<file path="src/timer_pkg.sv">
// Shared constants and carrier types of the dual timer/counter block.
package timer_pkg;

    // ************************************************************
    // Register offsets
    // ************************************************************
    localparam logic [7:0] RUN_CTRL_ADDR   = 8'h88;
    localparam logic [7:0] MODE_CTRL_ADDR  = 8'h89;
    localparam logic [7:0] CNT_A_LO_ADDR   = 8'h8a;
    localparam logic [7:0] CNT_B_LO_ADDR   = 8'h8b;
    localparam logic [7:0] CNT_A_HI_ADDR   = 8'h8c;
    localparam logic [7:0] CNT_B_HI_ADDR   = 8'h8d;
    localparam logic [7:0] IRQ_STATUS_ADDR = 8'ha0;
    localparam logic [7:0] IRQ_CLEAR_ADDR  = 8'ha1;
    localparam logic [7:0] IRQ_ENABLE_ADDR = 8'ha2;

    // ************************************************************
    // Reset values and timing
    // ************************************************************
    localparam logic [7:0] COUNT_RESET = 8'h00;
    localparam logic [7:0] MODE_RESET  = 8'h00;
    localparam logic [7:0] RUN_RESET   = 8'h00;
    localparam logic [2:0] IRQ_RESET   = 3'h0;
    localparam logic [3:0] PINS_IDLE   = 4'hf;
    localparam int         TICK_DIV    = 2;
    localparam int         PRESCALE_W  = 5;

    // ************************************************************
    // Field layouts, most significant bit first
    // ************************************************************
    typedef enum logic [1:0] {
        MODE_PRESCALE = 2'h0,
        MODE_WIDE     = 2'h1,
        MODE_RELOAD   = 2'h2,
        MODE_SPLIT    = 2'h3
    } cnt_mode_t;

    typedef struct packed {
        logic      cnt_b_pin_gating;
        logic      cnt_b_source_select;
        cnt_mode_t cnt_b_mode_field;
        logic      cnt_a_pin_gating;
        logic      cnt_a_source_select;
        cnt_mode_t cnt_a_mode_field;
    } mode_ctrl_t;

    typedef struct packed {
        logic       cnt_b_overflow_flag;
        logic       cnt_b_run;
        logic       cnt_a_overflow_flag;
        logic       cnt_a_run;
        logic [1:0] spare;
        logic       ext_irq_a_edge_flag;
        logic       ext_irq_a_trigger_select;
    } run_ctrl_t;

    typedef struct packed {
        logic ext_a;
        logic cnt_b;
        logic cnt_a;
    } irq_bits_t;

    typedef struct packed {
        logic ext_irq_a;
        logic ext_irq_b;
        logic cnt_a_count;
        logic cnt_b_count;
    } pins_t;

    typedef struct packed {
        logic [7:0] hi;
        logic [7:0] lo;
    } count_pair_t;

    typedef struct packed {
        logic        ovf;
        count_pair_t cnt;
    } step_t;

    typedef struct packed {
        mode_ctrl_t  mode;
        run_ctrl_t   run;
        count_pair_t cnt_a;
        count_pair_t cnt_b;
        irq_bits_t   status;
        irq_bits_t   enable;
        pins_t       pins_prev;
        logic [7:0]  rdata;
        logic        irq;
    } timer_state_t;

endpackage

</file>
<file path="src/pin_sync.sv">
// Three-stage synchroniser with agreement filter for external pins.
`timescale 1ns/1ps

module pin_sync #(
    parameter int             WIDTH = 4,
    parameter logic [WIDTH-1:0] IDLE = '1
) (
    // Clock and reset
    input  wire logic             clk,
    input  wire logic             rst_n,
    // Pins in, filtered levels out
    input  wire logic [WIDTH-1:0] din,
    output logic      [WIDTH-1:0] dout
);

    if (WIDTH < 1) begin : g_check
        $error("pin_sync needs at least one pin");
    end

    logic [WIDTH-1:0] stage1;
    logic [WIDTH-1:0] stage2;
    logic [WIDTH-1:0] stage3;

    // A level is taken only once the last two stages agree, so a
    // pin caught mid-transition cannot produce a double edge.
    always_ff @(posedge clk or negedge rst_n) begin
        if (!rst_n) begin
            stage1 <= IDLE;
            stage2 <= IDLE;
            stage3 <= IDLE;
            dout   <= IDLE;
        end else begin
            stage1 <= din;
            stage2 <= stage1;
            stage3 <= stage2;
            for (int i = 0; i < WIDTH; i++) begin
                if (stage2[i] == stage3[i]) begin
                    dout[i] <= stage3[i];
                end
            end
        end
    end

endmodule

</file>
<file path="src/tick_divider.sv">
// Divider that emits a one-cycle enable every DIV system clocks.
`timescale 1ns/1ps

module tick_divider #(
    parameter int DIV = 2
) (
    // Clock and reset
    input  wire logic clk,
    input  wire logic rst_n,
    // One-cycle enable pulse
    output logic      tick
);

    localparam int CW = (DIV > 2) ? $clog2(DIV) : 1;

    if (DIV < 2) begin : g_check
        $error("tick_divider needs a divisor of two or more");
    end

    logic [CW-1:0] count;

    always_ff @(posedge clk or negedge rst_n) begin
        if (!rst_n) begin
            count <= '0;
            tick  <= 1'b0;
        end else begin
            tick <= (count == CW'(DIV - 1));
            if (count == CW'(DIV - 1)) begin
                count <= '0;
            end else begin
                count <= count + CW'(1);
            end
        end
    end

endmodule

</file>
<file path="src/timer_block.sv">
// Top of the dual timer/counter with external interrupt 0 logic.
`timescale 1ns/1ps

// Behaviour
// [RL1] Edge mode: falling edge sets flag, vector clears
// [RL2] Trigger select: 0 low level, 1 falling edge
// [RL3] Counter B gate: run, optionally pin B high
// [RL4] Counter B source: clock/2 or count-pin fall
// [RL5] Counter B modes 00 prescaled, 01 sixteen-bit
// [RL6] Counter B mode 10: low reloads from high
// [RL7] Counter B mode 11 holds its value
// [RL8] Counter A gate: run, optionally pin A high
// [RL9] Counter A source: clock/2 or count-pin fall
// [RL10] Counter A modes 00 prescaled, 01 sixteen-bit
// [RL11] Counter A mode 10: low reloads from high
// [RL12] Counter A mode 11: split, high uses B
// [RL13] Count bytes readable, writable, reset to zero
// [RL14] B overflow sets flag, vector clears it
// [RL15] A overflow sets flag, vector clears it
// [RL16] Run bits let counters advance or halt
// [RL17] Pins synchronised before edge detection
// [RL18] Overflow is wrap of the counting stage
module timer_block
    import timer_pkg::*;
(
    // Clock and reset
    input  wire logic       clk,
    input  wire logic       reset_n,
    // Register port
    input  wire logic [7:0] addr,
    input  wire logic [7:0] wdata,
    input  wire logic       wr_en,
    input  wire logic       rd_en,
    output logic      [7:0] rdata,
    // External pins
    input  wire logic       ext_irq_a_pin,
    input  wire logic       ext_irq_b_pin,
    input  wire logic       cnt_a_count_pin,
    input  wire logic       cnt_b_count_pin,
    // Vector acknowledges from the processor
    input  wire logic       vec_ext_a_ack,
    input  wire logic       vec_cnt_a_ack,
    input  wire logic       vec_cnt_b_ack,
    // Flags and interrupt
    output logic            ext_irq_a_edge_flag,
    output logic            cnt_a_overflow_flag,
    output logic            cnt_b_overflow_flag,
    output logic            irq
);

    // ************************************************************
    // Reset release
    // ************************************************************
    logic rst_meta;
    logic rst_n;

    always_ff @(posedge clk or negedge reset_n) begin
        if (!reset_n) begin
            rst_meta <= 1'b0;
            rst_n    <= 1'b0;
        end else begin
            rst_meta <= 1'b1;
            rst_n    <= rst_meta;
        end
    end

    // ************************************************************
    // Pin synchronisation and time base
    // ************************************************************
    pins_t pins_raw;
    pins_t pins;
    logic  tick;

    assign pins_raw = '{ext_irq_a:   ext_irq_a_pin,
                        ext_irq_b:   ext_irq_b_pin,
                        cnt_a_count: cnt_a_count_pin,
                        cnt_b_count: cnt_b_count_pin};

    pin_sync #(
        .WIDTH (4),
        .IDLE  (PINS_IDLE)
    ) u_pin_sync (
        .clk   (clk),
        .rst_n (rst_n),
        .din   (pins_raw),
        .dout  (pins)
    ); // RL17

    tick_divider #(
        .DIV   (TICK_DIV)
    ) u_tick (
        .clk   (clk),
        .rst_n (rst_n),
        .tick  (tick)
    );

    // ************************************************************
    // Count step
    // ************************************************************
    // The three upper bits of the low byte are left untouched in the
    // prescaled mode; software may use or clear them as it likes.
    function automatic step_t step_count(input cnt_mode_t   m,
                                         input count_pair_t c,
                                         input logic        inc);
        step_t       s;
        logic [13:0] p13;
        logic [16:0] p16;
        logic [8:0]  p8;
        s   = '{ovf: 1'b0, cnt: c};
        p13 = {1'b0, c.hi, c.lo[PRESCALE_W-1:0]} + 14'h0001;
        p16 = {1'b0, c} + 17'h00001;
        p8  = {1'b0, c.lo} + 9'h001;
        if (inc) begin
            case (m)
                MODE_PRESCALE: begin
                    s.cnt.hi               = p13[12:5];
                    s.cnt.lo[PRESCALE_W-1:0] = p13[4:0];
                    s.ovf                  = p13[13]; // RL18
                end
                MODE_WIDE: begin
                    s.cnt = p16[15:0];
                    s.ovf = p16[16]; // RL18
                end
                MODE_RELOAD: begin
                    s.cnt.lo = p8[8] ? c.hi : p8[7:0];
                    s.ovf    = p8[8]; // RL18
                end
                MODE_SPLIT: begin
                    s.cnt.lo = p8[7:0];
                    s.ovf    = p8[8]; // RL18
                end
                default: begin
                    s = '{ovf: 1'b0, cnt: c};
                end
            endcase
        end
        return s;
    endfunction

    // ************************************************************
    // State update
    // ************************************************************
    timer_state_t st_reg;
    timer_state_t st_next;

    logic        a_gate_ok;
    logic        b_gate_ok;
    logic        a_inc;
    logic        b_inc;
    logic        a_hi_inc;
    logic        a_fall;
    logic        b_fall;
    logic        ext_fall;
    logic        a_ovf;
    logic        b_ovf;
    logic        ext_set;
    logic [8:0]  a_hi_sum;
    step_t       a_step;
    step_t       b_step;
    logic        wr_run;
    irq_bits_t   events;
    irq_bits_t   clr_bits;

    always_comb begin
        st_next = st_reg;

        ext_fall = st_reg.pins_prev.ext_irq_a & ~pins.ext_irq_a;
        a_fall   = st_reg.pins_prev.cnt_a_count & ~pins.cnt_a_count;
        b_fall   = st_reg.pins_prev.cnt_b_count & ~pins.cnt_b_count;

        a_gate_ok = st_reg.run.cnt_a_run &
                    (~st_reg.mode.cnt_a_pin_gating | pins.ext_irq_a);
        // RL8 RL16
        b_gate_ok = st_reg.run.cnt_b_run &
                    (~st_reg.mode.cnt_b_pin_gating | pins.ext_irq_b);
        // RL3 RL16

        a_inc = a_gate_ok &
                (st_reg.mode.cnt_a_source_select ? a_fall : tick); // RL9
        b_inc = b_gate_ok &
                (st_reg.mode.cnt_b_source_select ? b_fall : tick); // RL4
        if (st_reg.mode.cnt_b_mode_field == MODE_SPLIT) begin
            b_inc = 1'b0; // RL7
        end

        a_step = step_count(st_reg.mode.cnt_a_mode_field, st_reg.cnt_a,
                            a_inc); // RL10 RL11
        b_step = step_count(st_reg.mode.cnt_b_mode_field, st_reg.cnt_b,
                            b_inc); // RL5 RL6

        // In split mode the high byte of A is a plain timer on B's run
        // bit and takes over B's overflow flag.
        a_hi_inc = st_reg.run.cnt_b_run & tick;
        a_hi_sum = {1'b0, st_reg.cnt_a.hi} + 9'h001;
        a_ovf    = a_step.ovf;
        b_ovf    = b_step.ovf;
        if (st_reg.mode.cnt_a_mode_field == MODE_SPLIT) begin
            b_ovf = a_hi_inc & a_hi_sum[8]; // RL12
            if (a_hi_inc) begin
                a_step.cnt.hi = a_hi_sum[7:0]; // RL12
            end
        end

        st_next.cnt_a = a_step.cnt;
        st_next.cnt_b = b_step.cnt;

        // Software writes to the count bytes win over counting.
        if (wr_en) begin
            case (addr)
                CNT_A_LO_ADDR: st_next.cnt_a.lo = wdata; // RL13
                CNT_A_HI_ADDR: st_next.cnt_a.hi = wdata; // RL13
                CNT_B_LO_ADDR: st_next.cnt_b.lo = wdata; // RL13
                CNT_B_HI_ADDR: st_next.cnt_b.hi = wdata; // RL13
                MODE_CTRL_ADDR: st_next.mode = mode_ctrl_t'(wdata);
                IRQ_ENABLE_ADDR: st_next.enable = irq_bits_t'(wdata[2:0]);
                default: begin
                end
            endcase
        end

        // Control bits: software write, then vector clear, then the
        // hardware set, so an event in the clearing cycle is kept.
        wr_run = wr_en & (addr == RUN_CTRL_ADDR);
        if (wr_run) begin
            st_next.run = run_ctrl_t'(wdata);
            st_next.run.spare = 2'h0;
        end
        if (vec_cnt_a_ack) begin
            st_next.run.cnt_a_overflow_flag = 1'b0; // RL15
        end
        if (vec_cnt_b_ack) begin
            st_next.run.cnt_b_overflow_flag = 1'b0; // RL14
        end
        if (a_ovf) begin
            st_next.run.cnt_a_overflow_flag = 1'b1; // RL15
        end
        if (b_ovf) begin
            st_next.run.cnt_b_overflow_flag = 1'b1; // RL14
        end

        // Level mode shows the inverted pin; edge mode latches falls.
        ext_set = 1'b0;
        if (st_next.run.ext_irq_a_trigger_select) begin
            if (vec_ext_a_ack) begin
                st_next.run.ext_irq_a_edge_flag = 1'b0; // RL1
            end
            if (ext_fall) begin
                st_next.run.ext_irq_a_edge_flag = 1'b1; // RL1
                ext_set = 1'b1;
            end
        end else begin
            st_next.run.ext_irq_a_edge_flag = ~pins.ext_irq_a; // RL2
            ext_set = ~pins.ext_irq_a;
        end

        // Sticky interrupt status; write-one clear loses to a new event.
        events   = '{ext_a: ext_set, cnt_b: b_ovf, cnt_a: a_ovf};
        clr_bits = irq_bits_t'(3'h0);
        if (wr_en && (addr == IRQ_CLEAR_ADDR)) begin
            clr_bits = irq_bits_t'(wdata[2:0]);
        end
        st_next.status = (st_reg.status & ~clr_bits) | events;
        st_next.irq    = |(st_next.status & st_next.enable);

        st_next.pins_prev = pins;

        // Read data stand for one cycle after the strobe only.
        st_next.rdata = 8'h00;
        if (rd_en) begin
            case (addr)
                RUN_CTRL_ADDR:   st_next.rdata = st_reg.run;
                MODE_CTRL_ADDR:  st_next.rdata = st_reg.mode;
                CNT_A_LO_ADDR:   st_next.rdata = st_reg.cnt_a.lo; // RL13
                CNT_A_HI_ADDR:   st_next.rdata = st_reg.cnt_a.hi; // RL13
                CNT_B_LO_ADDR:   st_next.rdata = st_reg.cnt_b.lo; // RL13
                CNT_B_HI_ADDR:   st_next.rdata = st_reg.cnt_b.hi; // RL13
                IRQ_STATUS_ADDR: st_next.rdata = {5'h00, st_reg.status};
                IRQ_ENABLE_ADDR: st_next.rdata = {5'h00, st_reg.enable};
                default:         st_next.rdata = 8'h00;
            endcase
        end
    end

    always_ff @(posedge clk or negedge rst_n) begin
        if (!rst_n) begin
            st_reg <= '{mode:      mode_ctrl_t'(MODE_RESET),
                        run:       run_ctrl_t'(RUN_RESET),
                        cnt_a:     '{hi: COUNT_RESET, lo: COUNT_RESET},
                        cnt_b:     '{hi: COUNT_RESET, lo: COUNT_RESET},
                        status:    irq_bits_t'(IRQ_RESET),
                        enable:    irq_bits_t'(IRQ_RESET),
                        pins_prev: pins_t'(PINS_IDLE),
                        rdata:     8'h00,
                        irq:       1'b0}; // RL13
        end else begin
            st_reg <= st_next;
        end
    end

    // ************************************************************
    // Outputs
    // ************************************************************
    assign rdata               = st_reg.rdata;
    assign irq                 = st_reg.irq;
    assign ext_irq_a_edge_flag = st_reg.run.ext_irq_a_edge_flag;
    assign cnt_a_overflow_flag = st_reg.run.cnt_a_overflow_flag;
    assign cnt_b_overflow_flag = st_reg.run.cnt_b_overflow_flag;

endmodule

</file>
<file path="config.mk">
export PLATFORM = sky130hd
export DESIGN_NAME = timer_block
export DESIGN_NICKNAME = d
export VERILOG_FILES = /design/src/timer_pkg.sv /design/src/pin_sync.sv /design/src/tick_divider.sv /design/src/timer_block.sv
export SDC_FILE = /design/constraint.sdc
export NUM_CORES = 1
export LEC_CHECK = 0
export CORE_ASPECT_RATIO = 1.25
export CORE_UTILIZATION = 56
export CTS_CLUSTER_DIAMETER = 120
export DETAILED_ROUTE_END_ITERATION = 8
export DONT_BUFFER_PORTS = 1
export PLACE_DENSITY = 0.7
export SLEW_MARGIN = 40
export SYNTH_ARGS = -nofsm -noshare
export SYNTH_HDL_FRONTEND = slang
export SYNTH_HIERARCHICAL = 1
export SYNTH_SLANG_ARGS = --single-unit
</file>
<file path="constraint.sdc">
create_clock -name clk -period 3.22 [get_ports clk]
set_input_delay 0.644 -clock clk [delete_from_list [all_inputs] [get_ports clk]]
set_output_delay 0.644 -clock clk [all_outputs]
set_load 0.02 [all_outputs]
</file>
==> results by stage <==
Status:
- The run finished with clean final reports.

Synthesis:
- The mean area per synthesized cell is 9.78 um2.
- The synthesized design contains 84 register bits.
- The number of warnings reported in the yosys synthesis log is 6.
- The synthesized netlist occupies a cell area of 0.00463 mm2.
- Synthesis produced a netlist whose cell count is 474.
- The total nets after synthesis is 504.
- After synthesis, the share of flip-flops with an asynchronous set or reset is 100%.
- The flip-flop cell with the highest count after synthesis is sky130_fd_sc_hd__dfrtp_1.
- The share of the Yosys chip area taken by registers is 45.9%.
- In this run, distinct cell masters in the synthesized netlist total 67.
- The number of flops mapped to enable cells by yosys is 0.

Place:
- The weighted congestion reported at the end of routability-driven placement is 0.956.
- Summed over all nets, the half-perimeter wirelength after detailed placement is 8950 um.
- During placement, the flow inserted port buffers numbering 0.

Worst setup path:
- The critical path class is flop to flop.
- The most critical setup path has its endpoint at st_reg[50]$_DFF_PN0_.
- In this run the critical register-to-register path is launched from st_reg[10]$_DFF_PN1_.
- The worst register-to-register path has a setup slack of 0.78 ns.
- In this design, the largest share of critical-path delay is due to compound AO/OA/AOI/OAI gates.
- The signal on the critical path passes through nand2b_1 -> a2111oi_2 -> a21oi_1 -> nor4_1 -> xor2_1 -> mux2_2.
- The first element of the critical path is st_reg[10]$_DFF_PN1_.
- The worst setup path is captured at a flop.
- STA classifies the critical path startpoint as a flop.
- Together, buffers and inverters on the worst path number 0.
- The data required time of the critical path is 3.47 ns.
- The critical path depth is 6.
- The peak per-stage delay on the critical path is 0.66 ns.
- In this run the critical register-to-register path is captured at st_reg[50]$_DFF_PN0_.
- The data arrival time of the critical path is 2.69 ns.
- Measured in cells, the most critical reg-to-reg path has a length of 6.
- Among all stages on the critical path, the largest delay is contributed by sky130_fd_sc_hd__a2111oi_2.
- The peak fanout along the critical path is 4.

STA:
- Measured against its own limit, the worst slew margin works out to 51.7%.
- Derived from the worst setup path, the maximum achievable clock frequency is 410 MHz.
- Hold is met by 0.223 ns.
- For the pin with the worst max-slew slack, the measured transition is 0.706 ns.
- The final number of max-transition violations is 0.
- The post-route minimum period is 2.44 ns.
- Setup violations remaining at the end of the flow were counted as 0.
- Setup repair after global routing left no endpoint under its margin.
- Dividing the final minimum period by the clock period gives 75.7%.
- The final-report hold violation count is 0.
- For the final routed database, the setup TNS stands at 0 ns.
- The clock skew after layout is 0.0135 ns.

Finish:
- Relative to the synthesized area, the layout overhead comes to 6.18%.
- The net count of the finished layout is 494.
- In the layout the commonest cells are 64 x sky130_fd_sc_hd__dfrtp_1, 50 x sky130_fd_sc_hd__nand2_1, 33 x sky130_fd_sc_hd__o21ai_0.
- The antenna diode instance count is 0.
- The most common cell after layout, fill and taps aside is sky130_fd_sc_hd__dfrtp_1.
- The number of filler cells placed in the layout is 664.
- The register with the most flip-flops in the layout has 52 of them.
- Of the cells placed in the final design, the portion with a size suffix greater than 1 is 16.4%.

Global route:
- The met2 usage in global routing is 47.0%.
- In the global route stage, met1 resource usage came out at 38.5%.
- The number of antenna violations at the first check in global routing is 0.
- The aggregate global-route resource usage is 29.7%.
- Global routing used 7.33% of the available met3 tracks.
- After global routing the overflow that remains totals 0.
- Entering global routing, the biggest net connects 38 pins.
- The layer flagged by global routing as most heavily used is met2.
- The number of global-route vias before repair is 3512.
- The first global-routing pass estimated 19300 um of wire.

Pwr:
- The worst IR drop on VDD is 0.000425 V.
- The total power divided by cell area is 562 mW/mm2.
- The leakage dissipation is 1.93 nW.

Clock tree:
- The number of setup buffers added after CTS is 0.
- The buffer cell driving the clock tree root is sky130_fd_sc_hd__clkbuf_8.
- Buffers inserted during clock tree synthesis total 9.
- The clock drives 84 sinks.
- The longest clock path from root to sink contains 2 buffers.
- The clock-pin slew on the worst setup and hold paths is 0.09 ns.
- TritonCTS built the clock tree.
- The count of H-tree levels built during CTS is 3.
- The clock latency on the worst-skew pair is 0.37 ns.

Die:
- After floorplanning, the core was sized to cover 0.00793 mm2.
- 39 I/O pins were placed.
- The initialized floorplan defines 36 standard-cell rows.
- For this configuration, the core starts out at a cell density of 58.5%.
- The floorplan step set the die width to 83.4 um.
- The floorplan step defined a die boundary enclosing 0.00865 mm2.
- The vertical die dimension is 104 um.

Run:
- The tool flagged a number of max-cap violations equal to 0.

Hold path:
- The path category of the worst min-delay check is flop to asynchronous set/reset pin.

Route:
- The first detailed-routing pass took 6 iterations.
- The number of vias after detailed routing is 3758.
- The detailed-route DRC error count is 0.
- Dividing the detail-routed wire length by the instance count gives 21.7 um.
- After the first detailed-routing iteration, the DRC count stood at 332.
- The final routed wirelength across all metal layers is 12300 um.
- Using the TritonRoute via totals, the vias-per-cell ratio works out to 6.66.
- The remaining antenna violation count after routing is 0.
==> how the worst min path moves through the flow <==
| stage | to | cells past startpoint |
|---|---|---|
| after CTS | st_reg[31]$_DFF_PN0_ | 0 |
| final | st_reg[31]$_DFF_PN0_ | 0 |
| after floorplan | rst_n$_DFF_PN0_ | 0 |
| after global placement | rst_n$_DFF_PN0_ | 0 |
| after global routing | u_pin_sync/stage1[2]$_DFF_PN1_ | 0 |
| after detailed placement | st_reg[31]$_DFF_PN0_ | 0 |
==> metrics by stage <==
| stage | setup WS (ns) | instances | power (mW) | cell area (um2) | util [%] |
|---|---|---|---|---|---|
| 2_1_floorplan | 0.740 | 474 | 1.78 | 4630 | - |
| 3_3_place_gp | 0.767 | 545 | 1.91 | 4640 | 58.6 |
| 3_5_place_dp | 0.720 | 547 | 1.94 | 4680 | 59.1 |
| 4_1_cts | 0.764 | 564 | 2.77 | 4910 | 62.0 |
| 5_1_grt | 0.582 | 564 | 2.91 | 4920 | 62.1 |
| 6_report | 0.783 | 564 | 2.77 | 4920 | 62.1 |
==> area by class of cell <==
class | instances | area (um2) | area share (%)
clock buffers | 11 | 153 | 3.10
flip-flops and latches | 84 | 2130 | 43.3
clock inverters | 5 | 67.6 | 1.37
inverters | 10 | 37.5 | 0.763
well taps | 95 | 119 | 2.42
multi-input cells | 353 | 2340 | 47.6
repair buffers | 6 | 72.6 | 1.47
==> kinds of logic (layout without fill, tap and decap cells) <==
kind of cell             Yosys count  count (layout)  synth area share, %
XOR/XNOR                          18              18                 3.40
AO/OA/AOI/OAI                    128             128                 17.9
flip-flops                        84              84                 45.9
multiplexers                      35              35                 8.72
other                              1               1               0.0809
AND/OR/NAND/NOR                  164             164                 18.4
adder cells (fa/ha/maj)            7               7                 1.78
buffers and inverters             37              32                 3.78
==> Yosys cell counts, types with 2 or more instances <==
library cell / instances / area [um2]
sky130_fd_sc_hd__a21oi_1: 30 / 150
sky130_fd_sc_hd__a31oi_1: 8 / 50.1
sky130_fd_sc_hd__nand2b_1: 8 / 50.1
sky130_fd_sc_hd__xor2_1: 2 / 17.5
sky130_fd_sc_hd__buf_4: 8 / 60.1
sky130_fd_sc_hd__nor2b_1: 6 / 37.5
sky130_fd_sc_hd__ha_1: 3 / 37.5
sky130_fd_sc_hd__mux4_2: 2 / 45.0
sky130_fd_sc_hd__inv_1: 10 / 37.5
sky130_fd_sc_hd__nor3b_1: 3 / 22.5
sky130_fd_sc_hd__o21ai_0: 33 / 165
sky130_fd_sc_hd__maj3_2: 4 / 45.0
sky130_fd_sc_hd__a211oi_1: 4 / 30.0
sky130_fd_sc_hd__a222oi_1: 3 / 30.0
sky130_fd_sc_hd__and2_1: 2 / 12.5
sky130_fd_sc_hd__and3_1: 7 / 43.8
sky130_fd_sc_hd__nor4_1: 6 / 37.5
sky130_fd_sc_hd__o211ai_1: 4 / 30.0
sky130_fd_sc_hd__nand3_1: 13 / 65.1
sky130_fd_sc_hd__dfrtp_1: 65 / 1630
sky130_fd_sc_hd__o22ai_1: 3 / 18.8
sky130_fd_sc_hd__mux2i_1: 13 / 130
sky130_fd_sc_hd__clkbuf_1: 11 / 41.3
sky130_fd_sc_hd__a22oi_1: 12 / 90.1
sky130_fd_sc_hd__o32ai_1: 2 / 17.5
sky130_fd_sc_hd__a2111oi_0: 3 / 26.3
sky130_fd_sc_hd__dfstp_2: 19 / 499
sky130_fd_sc_hd__nand4_1: 11 / 68.8
sky130_fd_sc_hd__xnor2_1: 16 / 140
sky130_fd_sc_hd__mux2_2: 19 / 214
sky130_fd_sc_hd__buf_2: 4 / 20.0
sky130_fd_sc_hd__a22o_1: 2 / 17.5
sky130_fd_sc_hd__a21o_1: 5 / 37.5
sky130_fd_sc_hd__buf_1: 3 / 11.3
sky130_fd_sc_hd__nand2_1: 50 / 188
sky130_fd_sc_hd__nor2_1: 32 / 120
sky130_fd_sc_hd__o21bai_1: 2 / 15.0
sky130_fd_sc_hd__nor3_1: 14 / 70.1
sky130_fd_sc_hd__o31ai_1: 4 / 30.0
==> power breakdown <==
part,leakage (nW),internal [mW],switching (mW)
sequential,0.956,1.18,0.205
combinational,0.864,0.249,0.302
clock,0.111,0.417,0.410
==> per-layer routing <==
metal | vias to the layer above | routed length, um
li1 | 1725 | -
met1 | 1840 | 5010
met2 | 154 | 5860
met3 | 39 | 923
met4 | 0 | 462
met5 | - | 0
==> what timing repair did <==
| action | 4_1_cts | 5_1_grt |
|---|---|---|
| setup endpoints to repair | 0 | 0 |
| endpoints found under the hold margin | 2 | 0 |
| resized for setup | 0 | 0 |
| hold buffers | 1 | 0 |
No activity file was read; power rests on OpenSTA's default activity.
